**src/core/dacc_pkg.sv**
```systemverilog
package dacc_pkg;

  // ****************************************
  // Bus and data widths
  // ****************************************
  localparam int ADDR_W = 8;   // Byte address width
  localparam int DATA_W = 32;  // APB data width
  localparam int CODE_W = 10;  // Converter code width
  localparam int NINT   = 5;   // Interrupt sources
  localparam int DIV_W  = 11;  // Divider counter width

  // ****************************************
  // Register byte offsets
  // ****************************************
  localparam logic [ADDR_W-1:0] OFS_STATUS = 8'h04;
  localparam logic [ADDR_W-1:0] OFS_BCFG   = 8'h0C;
  localparam logic [ADDR_W-1:0] OFS_ADATA  = 8'h10;
  localparam logic [ADDR_W-1:0] OFS_BDATA  = 8'h14;
  localparam logic [ADDR_W-1:0] OFS_ISR    = 8'h18;
  localparam logic [ADDR_W-1:0] OFS_IMR    = 8'h1C;
  localparam logic [ADDR_W-1:0] OFS_IRSR   = 8'h20;
  localparam logic [ADDR_W-1:0] OFS_ICR    = 8'h24;
  localparam logic [ADDR_W-1:0] OFS_RATE   = 8'h28;
  localparam logic [ADDR_W-1:0] OFS_SRST   = 8'h2C;

  // ****************************************
  // Field layouts and reset values
  // ****************************************
  // Channel B configuration, bit 12 down to bit 0
  typedef struct packed {
    logic [1:0] rsv;        // Bits 12:11, keep at three
    logic [1:0] wave;       // Bits 10:9
    logic       time_mode;  // Bit 8
    logic       den;        // Bit 7
    logic [1:0] trig_typ;   // Bits 6:5
    logic [1:0] trig_sel;   // Bits 4:3
    logic       trig_en;    // Bit 2
    logic       io_en;      // Bit 1
    logic       en;         // Bit 0
  } dacc_bcfg_t;
  localparam int BCFG_W = $bits(dacc_bcfg_t);
  localparam logic [12:0] BCFG_RST = 13'h1838;

  // Per-channel control as the channel logic sees it
  typedef struct packed {
    logic       time_mode;
    logic       den;
    logic [1:0] trig_typ;
    logic [1:0] trig_sel;
    logic       trig_en;
    logic       io_en;
    logic       en;
  } dacc_chcfg_t;

  localparam logic [1:0] WAVE_DIFF = 2'h3;
  localparam logic [1:0] TRIG_RISE = 2'h1;
  localparam logic [1:0] TRIG_FALL = 2'h2;
  localparam logic [1:0] TRIG_BOTH = 2'h3;

  localparam logic [NINT-1:0] IMR_RST = 5'h1F;
  localparam int INT_A_RDY = 0;
  localparam int INT_B_RDY = 1;
  localparam int INT_A_TO  = 2;
  localparam int INT_B_TO  = 3;
  localparam int INT_TRI   = 4;

  // Rate register: bit 4 divider reset, bits 2:1 rate
  localparam int RATE_W       = 5;
  localparam int RATE_SRST    = 4;
  localparam int RATE_SEL_LSB = 1;

  // ****************************************
  // Timing
  // ****************************************
  localparam int CLK_HZ       = 100_000_000;
  localparam int RATE_SLOW_HZ = 62_500;
  localparam int DIV_SLOW     = CLK_HZ / RATE_SLOW_HZ;

  // Cycles per conversion for a rate code, halved per step
  function automatic logic [DIV_W-1:0] dacc_div(input logic [1:0] sel);
    dacc_div = DIV_W'(DIV_SLOW >> sel);
  endfunction

endpackage

```
**src/core/dacc_ctrl.sv**
```systemverilog
module dacc_ctrl
  import dacc_pkg::*;
#(
  parameter int TIMEOUT_CYC = 1000  // Cycles a DMA request may wait
) (
  input  wire logic                          clk,
  input  wire logic                          nrst,
  input  wire logic                          ce,
  input  wire logic                          psel,
  input  wire logic                          penable,
  input  wire logic                          pwrite,
  input  wire logic [ADDR_W-1:0]             paddr,
  input  wire logic [DATA_W-1:0]             pwdata,
  output logic      [DATA_W-1:0]             prdata,
  output logic                               pready,
  output logic                               pslverr,
  input  wire dacc_chcfg_t                   a_cfg,
  input  wire logic [3:0]                    ext_trig,
  input  wire logic                          tria_ovfl_evt,
  output logic      [1:0][CODE_W-1:0]        dac_code,
  output logic      [1:0]                    conv_strobe,
  output logic      [1:0][CODE_W-1:0]        pad_code,
  output logic      [1:0]                    pad_en,
  output logic      [1:0]                    dma_req,
  output logic                               diff_mode,
  output logic                               irq
);

  // ****************************************
  // Parameter checks
  // ****************************************
  if (TIMEOUT_CYC < 1 || TIMEOUT_CYC > 65535) begin : g_chk
    $error("TIMEOUT_CYC must lie in 1..65535");
  end

  // ****************************************
  // Register state
  // ****************************************
  dacc_bcfg_t            bcfg_ff;     // Channel B configuration
  logic [1:0][CODE_W-1:0] data_ff;    // Channel data codes
  logic [NINT-1:0]       imr_ff;      // Interrupt mask
  logic [NINT-1:0]       raw_ff;      // Raw interrupt flags
  logic [RATE_W-1:0]     rate_ff;     // Rate and divider reset
  logic [1:0]            srst_ff;     // Channel soft resets
  logic [DATA_W-1:0]     prdata_ff;   // Read data, caught in setup
  logic                  pslverr_ff;  // Unmapped address flag
  logic                  irq_ff;      // Masked interrupt summary

  // ****************************************
  // APB decode
  // ****************************************
  wire setup = psel & ~penable;
  wire wr    = psel & penable & pwrite;
  wire hit_bcfg  = (paddr == OFS_BCFG);
  wire hit_adata = (paddr == OFS_ADATA);
  wire hit_bdata = (paddr == OFS_BDATA);
  wire hit_imr   = (paddr == OFS_IMR);
  wire hit_icr   = (paddr == OFS_ICR);
  wire hit_rate  = (paddr == OFS_RATE);
  wire hit_srst  = (paddr == OFS_SRST);
  wire hit_any   = hit_bcfg | hit_adata | hit_bdata | hit_imr | hit_icr
                 | hit_rate | hit_srst | (paddr == OFS_STATUS)
                 | (paddr == OFS_ISR) | (paddr == OFS_IRSR);
  wire [1:0] wr_data = {wr & hit_bdata, wr & hit_adata};

  // Zero wait states: every access ends in its first access cycle
  assign pready  = psel & penable;
  assign prdata  = prdata_ff;
  assign pslverr = pslverr_ff & pready;

  // ****************************************
  // Channel status wires
  // ****************************************
  logic [1:0]      done_ff;   // Conversion-complete status
  logic [1:0]      start;     // Conversion start this cycle
  logic [1:0]      to_evt;    // DMA wait timed out
  wire  [NINT-1:0] masked = raw_ff & ~imr_ff;

  // Read mux, bits above each field read as zero
  logic [DATA_W-1:0] rd_mux;
  always_comb begin
    rd_mux = '0;
    case (paddr)
      OFS_STATUS: rd_mux = DATA_W'(done_ff);
      OFS_BCFG:   rd_mux = DATA_W'(bcfg_ff);
      OFS_ADATA:  rd_mux = DATA_W'(data_ff[0]);
      OFS_BDATA:  rd_mux = DATA_W'(data_ff[1]);
      OFS_ISR:    rd_mux = DATA_W'(masked);
      OFS_IMR:    rd_mux = DATA_W'(imr_ff);
      OFS_IRSR:   rd_mux = DATA_W'(raw_ff);
      OFS_RATE:   rd_mux = DATA_W'(rate_ff);
      OFS_SRST:   rd_mux = DATA_W'(srst_ff);
      default:    rd_mux = '0;                         // Clear reg reads zero
    endcase
  end

  // Read data and error are caught in the setup cycle
  always_ff @(posedge clk) begin
    if (!nrst) begin
      prdata_ff  <= '0;
      pslverr_ff <= 1'b0;
    end else if (ce && setup) begin
      prdata_ff  <= pwrite ? '0 : rd_mux;
      pslverr_ff <= ~hit_any;
    end
  end

  // ****************************************
  // Configuration registers
  // ****************************************
  // Bits above each field width are dropped from every write; BCFG bits 12:11 are stored
  always_ff @(posedge clk) begin
    if (!nrst) begin
      bcfg_ff <= dacc_bcfg_t'(BCFG_RST);
      imr_ff  <= IMR_RST;
      rate_ff <= '0;
      srst_ff <= '0;
    end else if (ce && wr) begin
      if (hit_bcfg) bcfg_ff <= dacc_bcfg_t'(pwdata[BCFG_W-1:0]);
      if (hit_imr)  imr_ff  <= pwdata[NINT-1:0];
      if (hit_rate) rate_ff <= pwdata[RATE_W-1:0];
      if (hit_srst) srst_ff <= pwdata[1:0];
    end
  end

  // Data codes; a channel soft reset clears its own code
  always_ff @(posedge clk) begin
    if (!nrst) begin
      data_ff <= '0;
    end else if (ce) begin
      for (int i = 0; i < 2; i++) begin
        if (srst_ff[i]) data_ff[i] <= '0;
        else if (wr_data[i]) data_ff[i] <= pwdata[CODE_W-1:0];
      end
    end
  end

  // ****************************************
  // Interrupt flags
  // ****************************************
  wire [NINT-1:0] clr = (wr && hit_icr) ? pwdata[NINT-1:0] : '0;
  wire [NINT-1:0] evt = {tria_ovfl_evt, to_evt, start};

  // A set arriving with its clear wins, so no event is lost
  always_ff @(posedge clk) begin
    if (!nrst) begin
      raw_ff <= '0;
      irq_ff <= 1'b0;
    end else if (ce) begin
      raw_ff <= (raw_ff & ~clr) | evt;
      irq_ff <= |masked;
    end
  end
  assign irq = irq_ff;

  // ****************************************
  // Conversion-rate divider
  // ****************************************
  logic [DIV_W-1:0] div_ff;   // Counts down to the next rate tick
  wire              div_srst = rate_ff[RATE_SRST];
  wire              tick     = (div_ff == '0) & ~div_srst;

  // Held at its reload value while the divider reset bit is set
  always_ff @(posedge clk) begin
    if (!nrst) begin
      div_ff <= '0;
    end else if (ce) begin
      if (div_srst || tick) begin
        div_ff <= dacc_div(rate_ff[RATE_SEL_LSB +: 2]) - 1'b1;
      end else begin
        div_ff <= div_ff - 1'b1;
      end
    end
  end

  // ****************************************
  // Channel control
  // ****************************************
  dacc_chcfg_t [1:0] cfg;     // Index 0 channel A, 1 channel B
  assign cfg[0] = a_cfg;
  assign cfg[1] = '{time_mode: bcfg_ff.time_mode, den: bcfg_ff.den,
                    trig_typ: bcfg_ff.trig_typ, trig_sel: bcfg_ff.trig_sel,
                    trig_en: bcfg_ff.trig_en, io_en: bcfg_ff.io_en,
                    en: bcfg_ff.en};
  assign diff_mode = (bcfg_ff.wave == WAVE_DIFF);

  logic [1:0] trig_q_ff;      // Selected trigger, previous cycle
  logic [1:0] pend_ff;        // Fresh code not yet converted
  logic [1:0] req_ff;         // DMA request outstanding
  logic [1:0][15:0] to_cnt_ff;// DMA wait counters
  logic [1:0][CODE_W-1:0] code_ff;
  logic [1:0] strobe_ff;
  logic [1:0][CODE_W-1:0] pad_ff;
  logic [1:0] pad_en_ff;
  logic [1:0] trig_now;
  logic [1:0] trig_edge;
  logic [1:0] own_start;

  for (genvar i = 0; i < 2; i++) begin : g_ch
    assign trig_now[i] = ext_trig[cfg[i].trig_sel];

    // Edge choice; the reserved code never fires
    assign trig_edge[i] =
        ((cfg[i].trig_typ == TRIG_RISE) & trig_now[i] & ~trig_q_ff[i]) |
        ((cfg[i].trig_typ == TRIG_FALL) & ~trig_now[i] & trig_q_ff[i]) |
        ((cfg[i].trig_typ == TRIG_BOTH) & (trig_now[i] ^ trig_q_ff[i]));

    // External event, else rate tick, else a freshly written code
    assign own_start[i] = cfg[i].en & ~srst_ff[i] &
        (cfg[i].trig_en ? trig_edge[i] :
         cfg[i].time_mode ? tick : pend_ff[i]);

    assign to_evt[i] = req_ff[i] & (to_cnt_ff[i] == 16'(TIMEOUT_CYC - 1));
  end

  // In differential mode channel B converts in step with A
  assign start[0] = own_start[0];
  assign start[1] = diff_mode ? own_start[0] & cfg[1].en & ~srst_ff[1]
                              : own_start[1];

  // Code handed to each converter
  wire [CODE_W-1:0] b_next = diff_mode ? ~data_ff[0] : data_ff[1];

  // Trigger history, pending codes and done status
  always_ff @(posedge clk) begin
    if (!nrst) begin
      trig_q_ff <= '0;
      pend_ff   <= '0;
      done_ff   <= '0;
    end else if (ce) begin
      trig_q_ff <= trig_now;
      for (int i = 0; i < 2; i++) begin
        if (srst_ff[i]) begin
          pend_ff[i] <= 1'b0;
          done_ff[i] <= 1'b0;
        end else if (wr_data[i]) begin
          pend_ff[i] <= 1'b1;
          done_ff[i] <= 1'b0;
        end else if (start[i]) begin
          pend_ff[i] <= 1'b0;
          done_ff[i] <= 1'b1;
        end
      end
    end
  end

  // DMA request: raised after a conversion, dropped by the next code
  always_ff @(posedge clk) begin
    if (!nrst) begin
      req_ff    <= '0;
      to_cnt_ff <= '0;
    end else if (ce) begin
      for (int i = 0; i < 2; i++) begin
        if (srst_ff[i] || !cfg[i].den || wr_data[i]) begin
          req_ff[i]    <= 1'b0;
          to_cnt_ff[i] <= '0;
        end else if (start[i]) begin
          req_ff[i]    <= 1'b1;
          to_cnt_ff[i] <= '0;
        end else if (req_ff[i]) begin
          to_cnt_ff[i] <= to_evt[i] ? '0 : to_cnt_ff[i] + 1'b1;
        end
      end
    end
  end
  assign dma_req = req_ff;

  // Converter codes, strobes and pad routing
  always_ff @(posedge clk) begin
    if (!nrst) begin
      code_ff   <= '0;
      strobe_ff <= '0;
      pad_ff    <= '0;
      pad_en_ff <= '0;
    end else if (ce) begin
      strobe_ff <= start;
      if (start[0]) code_ff[0] <= data_ff[0];
      if (start[1]) code_ff[1] <= b_next;
      for (int i = 0; i < 2; i++) begin
        pad_en_ff[i] <= cfg[i].io_en;
        pad_ff[i]    <= cfg[i].io_en ? code_ff[i] : '0;
      end
    end
  end
  assign dac_code    = code_ff;
  assign conv_strobe = strobe_ff;
  assign pad_code    = pad_ff;
  assign pad_en      = pad_en_ff;

endmodule

```
**config.mk**
```make
export PLATFORM = sky130hd
export DESIGN_NAME = dacc_ctrl
export DESIGN_NICKNAME = d
export VERILOG_FILES = /design/src/core/dacc_pkg.sv /design/src/core/dacc_ctrl.sv
export SDC_FILE = /design/constraint.sdc
export NUM_CORES = 1
export LEC_CHECK = 0
export ABC_AREA = 1
export BUFFER_PORTS_ARGS = -buffer_cell sky130_fd_sc_hd__buf_2
export CAP_MARGIN = 15
export CORE_MARGIN = 8
export CORE_UTILIZATION = 52
export CTS_CLUSTER_DIAMETER = 50
export DETAILED_ROUTE_END_ITERATION = 16
export GPL_TIMING_DRIVEN = 0
export PLACE_DENSITY = 0.75
export SYNTH_ARGS = -nofsm -noshare
export SYNTH_HDL_FRONTEND = slang
export SYNTH_SLANG_ARGS = --single-unit
```
**constraint.sdc**
```tcl
create_clock -name clk -period 2.3 [get_ports clk]
set_clock_uncertainty 0.2 [all_clocks]
set_input_delay 0.115 -clock clk [delete_from_list [all_inputs] [get_ports clk]]
set_output_delay 0.115 -clock clk [all_outputs]
set_load 0.02 [all_outputs]
```
Word-level counts from Yosys, hierarchy flattened
Cells that the tools add are included.
- add/sub/neg operators: 4
- magnitude comparators: 2
- equal/unequal tests: 19
- shift-type cells: 1
- muxes and demuxes: 42
- bitwise logic cells: 55
- reductions and logical operators: 34
- operators by type and width (cell ; number):
    two-way mux 16 bit ; 8
    one-hot mux 13 bit (9 select lines) ; 1
    two-way mux 10 bit ; 7
    adder 16 x 1 -> 16 bit, second input constant ; 2
    == test 16 x 10 -> 1 bit, second input constant ; 2
    == test 8 x 5 -> 1 bit, second input constant ; 4
    == test 8 x 6 -> 1 bit, second input constant ; 4
    two-way mux 32 bit ; 1
    AND reduction 2 bit ; 14
    bitwise AND 1 bit ; 25
    subtractor 11 x 1 -> 11 bit, second input constant ; 2
    two-way mux 1 bit ; 21
    bitwise OR 1 bit ; 13
    nonzero test 3 bit ; 4
    zero test 11 bit ; 1
    two-way mux 11 bit ; 1
    right shift 11 x 2 -> 11 bit, first input constant ; 1
    bitwise AND 5 bit ; 2
    == test 2 bit, second input constant ; 5
    inverter 10 bit ; 1
    inverter 5 bit ; 2
    inverter 1 bit ; 9
    == test 8 x 3 -> 1 bit, second input constant ; 1
    == test 8 x 4 -> 1 bit, second input constant ; 1
    other kinds (11) ; 25
- bits in registers: 179
- input port bits: 60
- output and inout bits: 82
- logic and storage cells: 191

Logic depth before layout (Yosys ltp)
- word-level depth: 15
- mapped depth: 16

Worst setup path before layout
No wires, ideal clock.
- path type: reg2reg
- start point: reg div_ff[1]
- end point: reg div_ff[6]
- data arrival time: 1.710 ns
- required time: 1.972 ns
- path slack: 0.261 ns
- stages on the path, launching flop included: 15
- buffers on the path: 1
- clock period less this slack: 2.039 ns
- cell sequence: dfxtp_1 -> nor2_2 -> nand2_1 -> nor2_2 -> nand2_1 -> nand2_2 -> buf_6 -> nor2_1 -> inv_1 -> ha_1 -> and2_1 -> nand2_1 -> nor2_1 -> xor2_1 -> a21oi_1
- longest elaborated chain between the ends: 4
- elaborated cells between the ends (all ways): 5
- those cells by class: add/sub: 1; mux: 1; bitwise: 1; reduce/logical: 2
- ends and longest elaborated chain (what ; RTL line ; text):
    from (decl) ; dacc_ctrl.sv:159 ; logic [DIV_W-1:0] div_ff;
    from (signal assigned) ; dacc_ctrl.sv:169 ; div_ff <= dacc_div(rate_ff[RATE_SEL_LSB +: 2]) - 1'b1;
    from (signal assigned) ; dacc_ctrl.sv:171 ; div_ff <= div_ff - 1'b1;
    branches (longest 3 deep; another with subtractor 11 x 1 -> 11 bit) ; - ;
    two-way mux 11 bit * ; dacc_ctrl.sv:168 ; if (div_srst || tick) begin
Mark *: on every way between the ends.
A chain may end at the register's enable or synchronous reset.

Worst setup path in the final report
- start point: in paddr[7]
- end point: reg to_cnt_ff[12] (netlist name)
- longest elaborated chain between the ends: 5
- elaborated cells between the ends (all ways): 6
- those cells by class: eq/ne: 1; mux: 1; bitwise: 1; reduce/logical: 3
- ends and longest elaborated chain (what ; RTL line ; text):
    from (decl) ; dacc_ctrl.sv:12 ; input wire logic [ADDR_W-1:0] paddr,
    == test 8 x 5 -> 1 bit * ; dacc_ctrl.sv:55 ; wire hit_adata = (paddr == OFS_ADATA);
    bitwise AND 1 bit * ; dacc_ctrl.sv:64 ; wire [1:0] wr_data = {wr & hit_bdata, wr & hit_adata};
    logical OR 1 bit * ; dacc_ctrl.sv:254 ; if (srst_ff[i] || !cfg[i].den || wr_data[i]) begin
    nonzero test 3 bit (no line) ; - ;
    AND reduction 2 bit (no line) ; - ;
    to (signal, indexed assignment) ; dacc_ctrl.sv:261 ; to_cnt_ff[i] <= to_evt[i] ? '0 : to_cnt_ff[i] + 1'b1;
    to (decl) ; dacc_ctrl.sv:190 ; logic [1:0][15:0] to_cnt_ff;
Every way passes the cells marked *; elsewhere a longest branch is shown, timed or not.

==> impl_metrics.toml <==
[synth]
synthTopCellsByArea = "dfxtp_1 (40%), nand2_1 (12%), a21oi_1 (8.1%)"
async_flop_share = 0
synth_area_leader_cell = "dfxtp_1"
synth-edff-count = 0
yosys_most_used_dff = "dfxtp_1"
synthTopCellsByCount = "nand2_1 (257), dfxtp_1 (160), a21oi_1 (129), inv_1 (119), nor2_1 (100)"
syn_avg_cell_area_um2 = 6.93
synth_cell_types = 43
synth_area_um2 = 8000
syn_inst = 1155
synth.most_common_cell = "nand2_1"
yosys_warnings = 0
ys_ff_latch = 160
yosysSeqAreaShare = 0.400
synth.top_cell.area_share = 0.400

[place]
dpl_cell_area_um2 = 8820
hpwl_mm = 18.4
gp_congestion = 0.994
io_buffers = 103

[setup_path]
cpPeakStageDelay_ps = 600
crit_required_ps = 2430
path_class = "in2reg"
crit_buf_inv = 4
crit_path_cell_trace = "buf_2 -> nor2_4 -> dlygate4sd3_1 -> nand3_4 -> nor2_4 -> nand2_1 -> inv_2 -> nor2_2 -> nand3_2 -> nand2_4 -> o21ai_4 -> inv_2 -> o21ai_0 -> nor2_1"
cp-end-kind = "register"
critPathArrivalTime_ps = 2310
critPathLaunchType = "input pin"
critPathMaxFanout = 10
slowest_stage = "dlygate4sd3_1"
cp_top_family = "buffers and inverters"

[die]
die_h_um = 140
die_x_um = 140
core_region_area_um2 = 15100
ios = 142
rows = 45
initial_core_util = 0.528
die_area_um2 = 19600

[layout]
antenna_cells = 0
fillers = 1332
drive_gt1_frac = 0.181
stdcell_area_um2 = 9920
fin_nets = 1411
area_delta_synth_final_pct = 24.0

[timing]
fmax_mhz = 460
min_period_ps = 2170
worst_pin_slew_ps = 634
finalSetupViolations = 0
maxSlewViolCount = 0
period_share = 0.945
holdWs_ps = -5.24
finalHoldViolations = 1
max_slew_margin = 0.577

[clock_network]
root_buffer = "clkbuf_16"
clk_pin_slew_ps = 70
insertion_delay_ps = 450
clk_path_buf_depth = 2
cts_sinks = 160
cts_buffers = 17
cts_tree = "built"
cts_max_level = 4

[global_route]
grt_max_degree = 17
use_met2 = 0.421
use_met1 = 0.309
antenna_found_initial = 0
grt-busiest-layer = "met2"
use_met3 = 0.0510
grt_pass1_vias = 7849
grt_usage = 0.252
grt_remaining_overflow = 0
grt_first_pass_wirelength_mm = 39.8

[status]
violations = "hold timing"
status = "finished with violations"

[pwr]
power.leakage_nw = 4.20
ir_drop_mv = 0.567
power_density_nw_per_um2 = 649
total_power_mw = 6.44

[route]
drtIter0Drc = 724
detail-route-antenna-nets = 0
wl_mm = 25.0
num_vias = 8348
drc = 0
dr.pass1.iters = 5
wl_per_cell_um = 16.2
vias_per_cell = 5.41

[worst_hold_path]
worstHoldPathType = "in2reg"

[job]
max_cap_violations = 0
## metal layers
metal	part of all wire	vias to the layer above	wire (µm)
met4	0.027	0	663
met5	0	-	0
met3	0.072	52	1810
met1	0.42	3821	10500
li1	-	4143	-
met2	0.48	332	12000
## metrics by stage
step	setup slack, ps	instances	utilization	setup TNS [ps]	hold slack (ps)
global placement	-70.1	1464	0.582	-279	127
floorplan	261	1173	-	0	41.3
global route	-20.3	1544	0.655	-70.6	24.8
finish	126	1544	0.655	0	-5.24
CTS	7.37	1527	0.642	0	13.1
detailed placement	-98.8	1464	0.582	-490	131
## kinds of logic after synthesis
family,Yosys count,synth area share
AO/OA/AOI/OAI,248,0.166
XOR/XNOR,17,0.0186
adder cells (fa/ha/maj),7,0.0109
buffers and inverters,195,0.107
flip-flops,160,0.400
other,1,0.000469
AND/OR/NAND/NOR,527,0.296
## cell usage in the layout (no fill, tap or decap), types with 31 or more instances in the layout
cell,n
nand2_1,254
dfxtp_1,157
a21oi_1,129
inv_1,117
buf_2,108
nand3_1,93
nor2_1,91
o21ai_0,75
buf_4,40
dlygate4sd3_1,31
## final timing paths
kind	start	endpoint	slack [ps]	cells after the start
worst max-delay path	paddr[7]	to_cnt_ff[12]	130	14
worst min register to register	pad_en[0]	pad_en[0]	260	2
worst max register to register	div_ff[9]	div_ff[6]	140	14
worst min-delay path	paddr[5]	pend_ff[1]	-5	6
## layout make-up
| cell class | instances | area (µm²) | share of cell area |
|---|---|---|---|
| multi-input cells | 818 | 4090 | 0.412 |
| flip-flops and latches | 160 | 3210 | 0.323 |
| repair buffers | 152 | 961 | 0.0968 |
| inverters | 131 | 497 | 0.0501 |
| clock buffers | 17 | 425 | 0.0429 |
| plain buffers | 64 | 360 | 0.0363 |
| well taps | 188 | 235 | 0.0237 |
| clock inverters | 14 | 146 | 0.0148 |
## power by group
part	total, mW	internal [mW]	switching (mW)
logic	0.757	0.278	0.479
clock network	2.82	1.52	1.29
registers	2.87	2.82	0.0406
total	6.44	4.62	1.81
## worst register-to-register path: cells and delay by family, from the launching register on
| kind | cells | cell delay [ps] |
|---|---|---|
| AND/OR/NAND/NOR | 9 | 880 |
| flip-flops | 1 | 330 |
| buffers and inverters | 2 | 220 |
| adder cells (fa/ha/maj) | 1 | 150 |
| XOR/XNOR | 1 | 150 |
| AO/OA/AOI/OAI | 1 | 80 |
## flip-flops by register name, indices dropped and copies added (netlist names), 5 cells and up
signal	cells
raw_ff	5
imr_ff	5
rate_ff	5
data_ff	20
div_ff	11
bcfg_ff	13
to_cnt_ff	32
dac_code	20
pad_code	20
prdata	13
## timing repair
item                                    in CTS  in global routing
hold buffers                                31                  0
endpoints found under the hold margin       65                  0
gates resized for setup                      6                 25
endpoints found under the setup margin       9                 84
setup buffers                                1                 17
cloned                                       0                  0
pin swaps                                    2                 13
(Power assumes the default switching activity.)
